## config.mk

```make
export PLATFORM = sky130hd
export DESIGN_NAME = lps_link_power_state_handshake
export DESIGN_NICKNAME = d
export VERILOG_FILES = /design/src/rtl/lps_pkg.sv /design/src/rtl/lps_link_power_state_handshake.sv /design/src/rtl/lps_sync.sv
export SDC_FILE = /design/constraint.sdc
export NUM_CORES = 1
export LEC_CHECK = 0
export BUFFER_PORTS_ARGS = -buffer_cell sky130_fd_sc_hd__buf_2
export CAP_MARGIN = 25
export CORE_MARGIN = 3
export CORE_UTILIZATION = 50
export CTS_CLUSTER_DIAMETER = 200
export DETAILED_ROUTE_END_ITERATION = 10
export PLACE_DENSITY = 0.75
export SKIP_CTS_REPAIR_TIMING = 1
export SYNTH_ARGS = -nofsm -noshare
export SYNTH_HDL_FRONTEND = slang
export SYNTH_SLANG_ARGS = --single-unit
```

## constraint.sdc

```tcl
create_clock -name clk -period 1.8 [get_ports clk]
set_input_delay 0.18 -clock clk [delete_from_list [all_inputs] [get_ports clk]]
set_output_delay 0.18 -clock clk [all_outputs]
set_load 0.01 [all_outputs]
```

## src/rtl/lps_pkg.sv

```systemverilog
// constants shared by the link power state handshake block
`default_nettype none
package lps_pkg;
    // -----------------------------------------------------------------
    // device power state codes
    // -----------------------------------------------------------------
    localparam logic [1:0] PWR_D0 = 2'h0; // full power
    localparam logic [1:0] PWR_D1 = 2'h1; // light sleep
    localparam logic [1:0] PWR_D2 = 2'h2; // deeper sleep
    localparam logic [1:0] PWR_D3H = 2'h3; // d3 hot
    localparam logic [1:0] PWR_RESET = 2'h0; // reset value of state
    // -----------------------------------------------------------------
    // link state codes shown to user logic
    // -----------------------------------------------------------------
    localparam logic [2:0] LNK_DOWN = 3'h0; // not trained
    localparam logic [2:0] LNK_L0 = 3'h1; // active
    localparam logic [2:0] LNK_L0S = 3'h2; // aspm standby
    localparam logic [2:0] LNK_L1 = 3'h3; // programmed standby
    localparam logic [2:0] LNK_L23 = 3'h4; // l2/l3 ready
    localparam logic [2:0] LNK_L3 = 3'h5; // link off
    // -----------------------------------------------------------------
    // timing
    // -----------------------------------------------------------------
    localparam int CLK_NS = 40; // 25 MHz clock period
    localparam int L0S_IDLE_NS = 280; // idle time before l0s entry
    localparam int L0S_IDLE_CYC = (L0S_IDLE_NS + CLK_NS - 1) / CLK_NS;
    localparam logic [7:0] L0S_IDLE_CNT = 8'(L0S_IDLE_CYC);
endpackage : lps_pkg
`default_nettype wire

```

## src/rtl/lps_link_power_state_handshake.sv

```systemverilog
// link power state sequencer: aspm l0s, ppm l1/l3 and turn-off handshake
// Function
// - l0s entered and left autonomously
// - l0, l1, l3 states; l0 after training
// - l1 only when state d1/d2/d3hot
// - power state shown on two-bit output
// - tx ready low when not d0 and no packet in progress
// - pm packets exchanged to enter l1
// - wake request ignored if pme disabled
// - turn-off message starts l23 ready negotiation
// - power-down request held until acknowledge
// - acknowledge triggers turn-off ack message
// - after ack all interfaces closed
`default_nettype none
module lps_link_power_state_handshake
#(
    parameter bit D1_SUPPORT = 1'b1, // d1 may lead to l1
    parameter bit D2_SUPPORT = 1'b1 // d2 may lead to l1
)
(
    input wire logic clk,
    input wire logic reset_n,
    // link side events, same clock
    input wire logic link_trained, // training finished
    input wire logic link_idle, // no traffic either way
    input wire logic pmcsr_wr, // pulse: config write of power state
    input wire logic [1:0] pmcsr_wr_state, // written power state
    input wire logic pme_enable, // pme generation allowed
    input wire logic turn_off_msg, // pulse: turn-off broadcast seen
    input wire logic pm_dllp_ack, // pulse: partner acked l1 request
    output logic pm_dllp_req, // pulse: send enter-l1 dllp
    output logic pme_msg_req, // pulse: send pme message
    output logic turn_off_ack_msg, // pulse: send turn-off ack
    output logic [2:0] link_state, // current link state code
    output logic layers_off, // layers disabled, power removable
    // user side
    input wire logic user_tx_valid, // user stream valid
    input wire logic user_tx_last, // last beat of packet
    input wire logic user_wake_request, // pin from user logic
    input wire logic user_turnoff_ok, // pin from user logic
    output logic user_tx_ready, // stream accept
    output logic [1:0] power_state, // programmed device state
    output logic power_down_request // turn-off handshake request
);
    // -----------------------------------------------------------------
    // state
    // -----------------------------------------------------------------
    typedef enum logic [2:0]
    {
        LS_DOWN,
        LS_L0,
        LS_L0S,
        LS_L1_REQ,
        LS_L1,
        LS_TURNOFF,
        LS_L23,
        LS_L3
    } lps_link_t;

    typedef struct packed
    {
        lps_link_t ls; // link sequencer state
        logic [7:0] idle_cnt; // idle cycles toward l0s
        logic [1:0] pwr; // programmed device power state
        logic in_pkt; // a user packet is mid-flight
        logic tx_rdy; // stream ready
        logic dllp_req; // enter-l1 dllp pulse
        logic pme_req; // pme pulse
        logic wake_prev; // wake level last cycle
        logic to_req; // power-down request level
        logic to_ack; // turn-off ack pulse
        logic off; // layers disabled
        logic [2:0] lcode; // link state output
    } lps_state_t;

    lps_state_t st_q;
    lps_state_t st_d;

    logic wake_s; // synchronised wake request
    logic ok_s; // synchronised turn-off acknowledge
    logic l1_allowed; // current power state permits l1

    // -----------------------------------------------------------------
    // pin synchronisers
    // -----------------------------------------------------------------
    lps_sync u_sync_wake
    (
        .clk(clk),
        .reset_n(reset_n),
        .pin_in(user_wake_request),
        .level_out(wake_s)
    );

    lps_sync u_sync_ok
    (
        .clk(clk),
        .reset_n(reset_n),
        .pin_in(user_turnoff_ok),
        .level_out(ok_s)
    );

    // d1/d2 count only where supported
    always_comb
    begin
        unique case (st_q.pwr)
            lps_pkg::PWR_D3H: l1_allowed = 1'b1;
            lps_pkg::PWR_D1: l1_allowed = D1_SUPPORT;
            lps_pkg::PWR_D2: l1_allowed = D2_SUPPORT;
            default: l1_allowed = 1'b0;
        endcase
    end

    // -----------------------------------------------------------------
    // next state
    // -----------------------------------------------------------------
    always_comb
    begin
        st_d = st_q;
        st_d.dllp_req = 1'b0;
        st_d.pme_req = 1'b0;
        st_d.to_ack = 1'b0;
        st_d.wake_prev = wake_s;

        // power state follows config writes of the partner
        if (pmcsr_wr && !st_q.off)
        begin
            st_d.pwr = pmcsr_wr_state;
        end

        // track packet boundaries so a started packet completes
        if (user_tx_valid && st_q.tx_rdy)
        begin
            st_d.in_pkt = !user_tx_last;
        end

        // wake edge raises a pme only when enabled and not in d0
        if (wake_s && !st_q.wake_prev && pme_enable
            && st_q.pwr != lps_pkg::PWR_D0 && !st_q.off)
        begin
            st_d.pme_req = 1'b1;
        end

        unique case (st_q.ls)
            LS_DOWN:
            begin
                // only a trained link reaches l0
                if (link_trained)
                begin
                    st_d.ls = LS_L0;
                end
            end
            LS_L0, LS_L0S:
            begin
                // idle counter drives l0s entry; traffic leaves it
                if (!link_idle)
                begin
                    st_d.idle_cnt = '0;
                    st_d.ls = LS_L0;
                end
                else if (st_q.idle_cnt != lps_pkg::L0S_IDLE_CNT)
                begin
                    st_d.idle_cnt = st_q.idle_cnt + 8'h01;
                end
                else
                begin
                    st_d.ls = LS_L0S;
                end
                if (!link_trained)
                begin
                    st_d.ls = LS_DOWN;
                end
                else if (turn_off_msg)
                begin
                    st_d.ls = LS_TURNOFF;
                    st_d.to_req = 1'b1;
                end
                else if (l1_allowed)
                begin
                    st_d.ls = LS_L1_REQ;
                    st_d.dllp_req = 1'b1;
                end
            end
            LS_L1_REQ:
            begin
                // wait for the partner's answer to the l1 request;
                // a turn-off arriving meanwhile must not be lost
                if (turn_off_msg)
                begin
                    st_d.ls = LS_TURNOFF;
                    st_d.to_req = 1'b1;
                end
                else if (pm_dllp_ack)
                begin
                    st_d.ls = LS_L1;
                end
                else if (!l1_allowed)
                begin
                    st_d.ls = LS_L0;
                end
            end
            LS_L1:
            begin
                // back to d0 retrains to l0; turn-off still honoured
                if (turn_off_msg)
                begin
                    st_d.ls = LS_TURNOFF;
                    st_d.to_req = 1'b1;
                end
                else if (!l1_allowed)
                begin
                    st_d.ls = LS_L0;
                    st_d.idle_cnt = '0;
                end
            end
            LS_TURNOFF:
            begin
                // ack looked at only while the request is up
                if (st_q.to_req && ok_s)
                begin
                    st_d.to_req = 1'b0;
                    st_d.to_ack = 1'b1;
                    st_d.ls = LS_L23;
                end
            end
            LS_L23:
            begin
                // ack sent: shut every layer down
                st_d.off = 1'b1;
                st_d.ls = LS_L3;
            end
            LS_L3:
            begin
                // terminal until reset restores power
                st_d.off = 1'b1;
            end
        endcase

        // stall new packets outside d0; a packet in progress finishes unless turn-off begins
        // the l23 cycle counts as closed too, before off has settled
        st_d.tx_rdy = !st_d.off
            && !(st_d.ls inside {LS_TURNOFF, LS_L23, LS_L3})
            && (st_d.pwr == lps_pkg::PWR_D0 || st_d.in_pkt);

        // link code for the user
        unique case (st_d.ls)
            LS_DOWN: st_d.lcode = lps_pkg::LNK_DOWN;
            LS_L0, LS_L1_REQ, LS_TURNOFF: st_d.lcode = lps_pkg::LNK_L0;
            LS_L0S: st_d.lcode = lps_pkg::LNK_L0S;
            LS_L1: st_d.lcode = lps_pkg::LNK_L1;
            LS_L23: st_d.lcode = lps_pkg::LNK_L23;
            LS_L3: st_d.lcode = lps_pkg::LNK_L3;
        endcase
    end

    // -----------------------------------------------------------------
    // registers
    // -----------------------------------------------------------------
    always_ff @(posedge clk or negedge reset_n)
    begin
        if (!reset_n)
        begin
            st_q <= '{ls: LS_DOWN, pwr: lps_pkg::PWR_RESET, default: '0};
        end
        else
        begin
            st_q <= st_d;
        end
    end

    // outputs straight from flops
    assign user_tx_ready = st_q.tx_rdy;
    assign power_state = st_q.pwr;
    assign power_down_request = st_q.to_req;
    assign pm_dllp_req = st_q.dllp_req;
    assign pme_msg_req = st_q.pme_req;
    assign turn_off_ack_msg = st_q.to_ack;
    assign link_state = st_q.lcode;
    assign layers_off = st_q.off;
endmodule : lps_link_power_state_handshake
`default_nettype wire

```

## src/rtl/lps_sync.sv

```systemverilog
// three-stage synchroniser with agreement filter for one pin
`default_nettype none
module lps_sync
(
    input wire logic clk,
    input wire logic reset_n,
    input wire logic pin_in,
    output logic level_out
);
    // -----------------------------------------------------------------
    // state
    // -----------------------------------------------------------------
    typedef struct packed
    {
        logic s1; // first stage, read only by s2
        logic s2;
        logic s3;
        logic lvl; // filtered level
    } lps_sync_t;
    lps_sync_t st_q;
    lps_sync_t st_d;

    // next state: change only when stages two and three agree
    always_comb
    begin
        st_d = st_q;
        st_d.s1 = pin_in;
        st_d.s2 = st_q.s1;
        st_d.s3 = st_q.s2;
        if (st_q.s2 == st_q.s3)
        begin
            st_d.lvl = st_q.s3;
        end
    end

    // registers
    always_ff @(posedge clk or negedge reset_n)
    begin
        if (!reset_n)
        begin
            st_q <= '0;
        end
        else
        begin
            st_q <= st_d;
        end
    end

    assign level_out = st_q.lvl;
endmodule : lps_sync
`default_nettype wire

```

==> summary.txt, run 1 <==
Yosys
  • Mapped Cells: 144
  • Top cell type's share of synthesized area: 0.535
  • Synth warnings: 0
  • Synth Cell Area: 1500 um^2
  • Cell accounting for the most synthesized area: dfrtp_1
  • Syn avg cell area: 10.4 um^2
  • #FFs+latches synth: 32
  • Synthesized Nets: 159
  • Synth area leaders: dfrtp_1 54%, o21ai_0 4.3%, nor2_1 2.8%
  • Sequential area share after synthesis: 0.535
  • Distinct cell type count after synthesis: 39

STA
  • Slew Viols, Final: 0
  • TNS Setup: 0 ps
  • Period utilisation layout: 0.961
  • Setup violators final: 0
  • Slew HR: 0.551
  • Worst Skew: 7.81 ps
  • Fmax: 578 MHz
  • Worst slew pin tran: 674 ps
  • Final Critical Period: 1730 ps
  • RSZ-0062 raised after global routing: yes
  • Final Hold Fails: 0
  • Fin Hold WS: 58.9 ps

Power and ir drop
  • Combinational power share: 0.074
  • Switching share of power: 0.257
  • Pwr/cell area: 693 nW/um^2
  • Lkg Pwr: 0.794 nW
  • NetSw: 322 uW
  • Part of the power in registers: 0.599
  • Internal power: 931 uW
  • Pwr Total: 1.25 mW
  • Clock share of power: 0.328
  • Peak supply drop: 0.663 mV

Setup path
  • R2r worst-path depth: 5
  • CP Capture Point: st_q[19]
  • Crit path launch: st_q[22]
  • Crit end category: register
  • CP Max Fanout: 4
  • Startpoint type of the worst setup path: register
  • Critical Path AT: 2000 ps
  • Critical path type: reg -> reg
  • Critical Path RT: 2070 ps
  • R2R Path End: st_q[19]
  • Reg-to-Reg Start: st_q[22]
  • Flop2flop setup slack: 70 ps

Floorplan
  • Ports: 25
  • Rows: 19
  • Initial Util: 0.533
  • Die Ht: 60.7 um
  • Die X: 60.7 um
  • Die area: 3690 um^2
  • CORE AREA: 2810 um^2

CTS
  • CTS Buf Count: 5
  • Clk root buf: clkbuf_4
  • CTS tree: yes
  • Num Clock Sinks: 32
  • Clock Tree Buf Depth: 2
  • Skew-Pair Late Insertion Delay: 330 ps
  • Clk slew on worst S/H paths: 110 ps
  • Number of H-tree levels: 2

Job
  • Max-cap violation count: 0

Drt
  • TritonRoute pass-1 iters: 4
  • First DRT Iteration DRCs: 84
  • DRC: 0
  • Final wirelength: 3.16 mm
  • Antenna Nets Post-Route: 0
  • DR vias: 1248
  • Via density: 5.86
  • DR WL/cell: 14.8 um

Worst hold path
  • Min-Delay Path Class: in -> reg

Place
  • GP Congestion: 0.916
  • I/O Buffers: 24
  • DP Wirelength: 2.23 mm

Final layout
  • Area grow syn2layout: 20.9%
  • Register Area: 802 um^2
  • Fillers: 235
  • ANT cells: 0
  • Nets: 196
  • Area occupied by multi-input gates: 652 um^2
  • Share of cells above drive strength 1: 0.313

Global routing
  • First-pass GRT wire length: 4.96 mm
  • Initial antenna violation count: 0
  • Global route overflow: 0
  • Largest net degree at the start of global routing: 33
  • Total GRT Usage: 0.182
  • Vias in the first global route: 1122

Outcome
  • Status: completed
-- worst max-delay path: stages (launching register included) --
cell     delay [ps]
dfrtp_1         440
or3b_4          440
nor4_4          150
a21oi_2          60
or4_1           500
nand2_1          80
-- power by group through the flow --
stage	Clock, mW	Sequential [mW]	Combinational, mW
after floorplan	0	0.762	0.0373
after global placement	0	0.763	0.0828
after detailed placement	0	0.764	0.0843
after CTS	0.427	0.750	0.0849
after global routing	0.463	0.754	0.102
final	0.411	0.750	0.0922
-- per-stage QoR --
stage          cells  utilization  setup WS [ps]  cell area, um^2
2_1_floorplan    144            -            119             1500
3_3_place_gp     201        0.599            108             1680
3_5_place_dp     201        0.599           72.6             1680
4_1_cts          209        0.621           47.7             1740
5_1_grt          213        0.645          -5.97             1810
6_report         213        0.645           71.0             1810
-- placed cells by master, fill, tap and decap left out, types with 2 or more instances in the layout --
cell | Yosys | layout
dfrtp_1 | 32 | 31
o31ai_1 | 3 | 3
o21ai_0 | 13 | 13
nand2b_1 | 5 | 5
buf_4 | 5 | 11
maj3_1 | 3 | 3
a21oi_1 | 5 | 5
mux2_2 | 2 | 2
clkinvlp_4 | 0 | 2
nor2b_1 | 4 | 4
nand2_1 | 9 | 9
nor3_1 | 3 | 3
and3_1 | 6 | 6
nand4_1 | 4 | 4
a31oi_1 | 3 | 2
nor2_1 | 11 | 11
inv_1 | 6 | 5
o21ai_1 | 2 | 2
buf_2 | 1 | 24
dlygate4sd3_1 | 0 | 3
nand3_1 | 6 | 6
clkbuf_4 | 0 | 5
-- metal layers --
metal	track usage	part of all wire	vias to the layer above
li1	-	-	588
met1	0.246	0.42	607
met2	0.270	0.48	47
met3	0.0617	0.078	6
met4	0.0712	0.014	0
met5	0	0	-
-- area by class of cell --
type                    count  share of cell area
clock buffers               5              0.0207
clock inverters             3              0.0131
inverters                   6              0.0124
multi-input cells          98               0.360
flip-flops and latches     32               0.443
well taps                  31              0.0214
repair buffers             38               0.129
-- Yosys cell counts, drive strengths merged --
| cell type | number |
|---|---|
| nor4 | 1 |
| nand4bb | 1 |
| maj3 | 3 |
| inv | 6 |
| nor2 | 12 |
| a21oi | 6 |
| a31o | 1 |
| xnor2 | 1 |
| nand4 | 4 |
| dfrtp | 32 |
| nand2b | 5 |
| nor3 | 3 |
| a2111oi | 1 |
| ha | 1 |
| o41ai | 1 |
| nand2 | 9 |
| a31oi | 3 |
| o311a | 1 |
| o22a | 1 |
| nor2b | 4 |
| and4bb | 1 |
| or3b | 2 |
| mux2 | 2 |
| o31ai | 3 |
| a22oi | 1 |
| and3 | 6 |
| clkbuf | 2 |
| buf | 6 |
| or3 | 1 |
| o311ai | 1 |
| o21ai | 15 |
| nand3 | 6 |
| or4 | 1 |
| a21o | 1 |
-- how the worst min path moves through the flow --
stage	from	to	slack (ps)	cells past startpoint
floorplan	reset_n	layers_off	-120	0
global placement	reset_n	st_q[18]	250	1
global route	user_tx_last	st_q[10]	30	2
CTS	reset_n	power_state[1]	-110	1
detailed placement	reset_n	st_q[19]	260	1
finish	user_tx_last	st_q[10]	60	2
-- flip-flops by register name (all words and copies together), names as in the netlist --
name	cells
u_sync_wake.level_out	1
st_q	13
pm_dllp_req	1
u_sync_ok.level_out	1
power_state	2
u_sync_ok.st_d	2
pme_msg_req	1
u_sync_ok.st_q	1
u_sync_wake.st_q	1
u_sync_wake.st_d	2
user_tx_ready	1
power_down_request	1
layers_off	1
turn_off_ack_msg	1
link_state	3
-- kinds of logic after synthesis --
family	after synthesis	share of synthesized area
and+or+nand+nor	56	0.217
AOI/OAI and AO/OA	35	0.151
DFF	32	0.535
buffers and inverters	14	0.0485
adders and majority gates	4	0.0284
muxes	2	0.0150
xor gates and xnor gates	1	0.00585
(Power assumes the default switching activity.)
==> inputs of run 2 (changes only) <==
- CORE_UTILIZATION: 50 -> 45
- PLACE_DENSITY: 0.75 -> 0.69
==> run 2 against run 1 <==
  * Register-to-register slack about the same
  * Clock skew up 15 ps
  * Critical path depth unchanged
  * Cell count increased by 6.6%
  * Count of clock-buffer cells in the layout up 1
  * Sequential cell count is the same
  * Global-route usage shrank 0.97 points
  * Combinational power is 6.0% lower
  * Sequential power about the same
  * Sequential share of layout area grew 0.15 points
  * Clock power down 11%
  * Critical path type unchanged
  * Critical endpoint unchanged
  * Largest power group unchanged
  * Highest routed layer unchanged
==> summary.txt, run 2 (synthesis results as in run 1) <==
Final layout
  • ANT cells: 0 (unchanged)
  • Share of cells above drive strength 1: 0.301 (-0.0126)
  • Final Non-Filler Cells: 227 (+6.6%)
  • Fillers: 288 (+23%)
  • Fin area: 1800 um^2 (-0.35%)
  • Most frequent cells in the layout: 31 x dfrtp_1, 24 x buf_2, 13 x o21ai_0, 13 x buf_4, 11 x nor2_1
  • Most common cell after layout, fill and taps aside: dfrtp_1
  • Nets: 198 (+1.0%)
  • Biggest register: st_q
  • Area grow syn2layout: 20.5%
  • Number of flip-flops in the largest register: 13 (unchanged)
  • Register Area: 802 um^2 (unchanged)
  • Area occupied by multi-input gates: 629 um^2 (-3.5%)

Drt
  • First DRT Iteration DRCs: 59 (-30%)
  • Final wirelength: 3.11 mm (-1.6%)
  • DR vias: 1205 (-3.4%)
  • Antenna Nets Post-Route: 0 (unchanged)
  • TritonRoute pass-1 iters: 4 (unchanged)
  • DR WL/cell: 13.7 um (-7.6%)
  • Via density: 5.31 (-9.4%)
  • DRC: 0 (unchanged)

Setup path
  • CP Max Fanout: 4 (unchanged)
  • Crit end category: register
  • Critical Path AT: 2010 ps (about the same)
  • Startpoint type of the worst setup path: register
  • Critical path type: reg -> reg
  • Critical Path RT: 2070 ps (about the same)

Floorplan
  • Ports: 25 (unchanged)
  • Die area: 4050 um^2 (+10%)
  • Die Ht: 63.7 um (+4.9%)
  • CORE AREA: 3100 um^2 (+11%)
  • Die X: 63.7 um (+4.9%)
  • Rows: 20 (+1)
  • Initial Util: 0.482 (-0.0512)

Global routing
  • Vias in the first global route: 1170 (+4.3%)
  • Initial antenna violation count: 0 (unchanged)
  • First-pass GRT wire length: 5.43 mm (+9.5%)
  • Total GRT Usage: 0.173 (-0.00969)
  • Largest net degree at the start of global routing: 33 (unchanged)
  • Global route overflow: 0 (unchanged)

Power and ir drop
  • Pwr Total: 1.20 mW (-4.0%)
  • Lkg Pwr: 0.807 nW (+1.6%)
  • Pwr/cell area: 667 nW/um^2 (-3.7%)
  • Peak supply drop: 0.502 mV (-24%)

CTS
  • Skew-Pair Late Insertion Delay: 340 ps (about the same)
  • Clk root buf: clkbuf_4
  • CTS Buf Count: 5 (unchanged)
  • Number of H-tree levels: 2 (unchanged)
  • Clock Tree Buf Depth: 2 (unchanged)
  • CTS tree: yes
  • Clk slew on worst S/H paths: 90 ps (-20 ps)
  • Num Clock Sinks: 32 (unchanged)

STA
  • Slew HR: 0.549 (-0.00145)
  • Period utilisation layout: 0.967 (+0.00597)
  • RSZ-0062 raised after global routing: yes
  • Fmax: 575 MHz (-0.62%)
  • Worst Skew: 22.9 ps (+15.1 ps)
  • Slew Viols, Final: 0 (unchanged)
  • Worst slew pin tran: 676 ps (+2.18 ps)
  • Final Critical Period: 1740 ps (+10.7 ps)
  • Final Hold Fails: 0 (unchanged)
  • Setup violators final: 0 (unchanged)
  • Fin Hold WS: 77.6 ps (+18.7 ps)

Place
  • Placed Area: 1700 um^2 (+1.4%)
  • GP Congestion: 0.975 (+6.4%)
  • I/O Buffers: 24 (unchanged)
  • Cells after DPL: 215 (+7.0%)
  • DP Wirelength: 2.25 mm (+0.80%)

Job
  • Max-cap violation count: 0 (unchanged)

Outcome
  • Status: completed

Worst hold path
  • Min-Delay Path Class: in -> reg
run 2: changes by cell type in the layout (fill, tap and decap cells not counted), sizes merged:
cell,change
buf,+2
clkinvlp,-2
clkbuf,+1
run 2: through the flow:
step / util / setup TNS [ps] / setup slack [ps]
after floorplan: - / 0 / 119
after global placement: 0.549 / 0 / 85.0
after detailed placement: 0.549 / 0 / 72.4
after CTS: 0.564 / 0 / 48.9
after global routing: 0.581 / -47.6 / -47.6
final: 0.581 / 0 / 60.2
run 2: metal layers:
metal,vias to the layer above,track usage,share of wire
met5,-,0,0
met4,0,0.0647,0.015
met3,6,0.0553,0.052
met2,36,0.271,0.48
met1,573,0.221,0.46
li1,590,-,-
run 2: final timing paths:
path                                      from                  end  slack, ps  depth (start not counted)
setup / recovery                      st_q[22]             st_q[19]         60                          5
hold / removal                    user_tx_last             st_q[10]         80                          2
setup reg to reg                      st_q[22]             st_q[19]         60                          5
hold reg to reg            u_sync_wake.st_d[2]  u_sync_wake.st_d[1]        350                          0
max in group asynchronous              reset_n             st_q[23]        900                          2
min in group asynchronous              reset_n             st_q[18]        390                          2
run 2: cell type report:
type	count	area share
inverter	6	0.0125
clock buffer	6	0.0229
sequential	32	0.445
tap	44	0.0305
multi-input combinational	98	0.349
clock inverter	1	0.00278
timing repair buffer	40	0.137
run 2: power breakdown:
group	total (mW)	leakage [nW]	internal (mW)	switching [mW]
Clock	0.366	0.0281	0.144	0.223
Sequential	0.750	0.385	0.737	0.0128
Combinational	0.0867	0.394	0.0389	0.0478
Total	1.20	0.807	0.919	0.284
run 2: worst max-delay path, cell delays in order (launching register included):
cell and delay (ps):
dfrtp_1 420, or3b_4 440, nor4_4 160, a21oi_2 70, or4_1 510, nand2_1 70
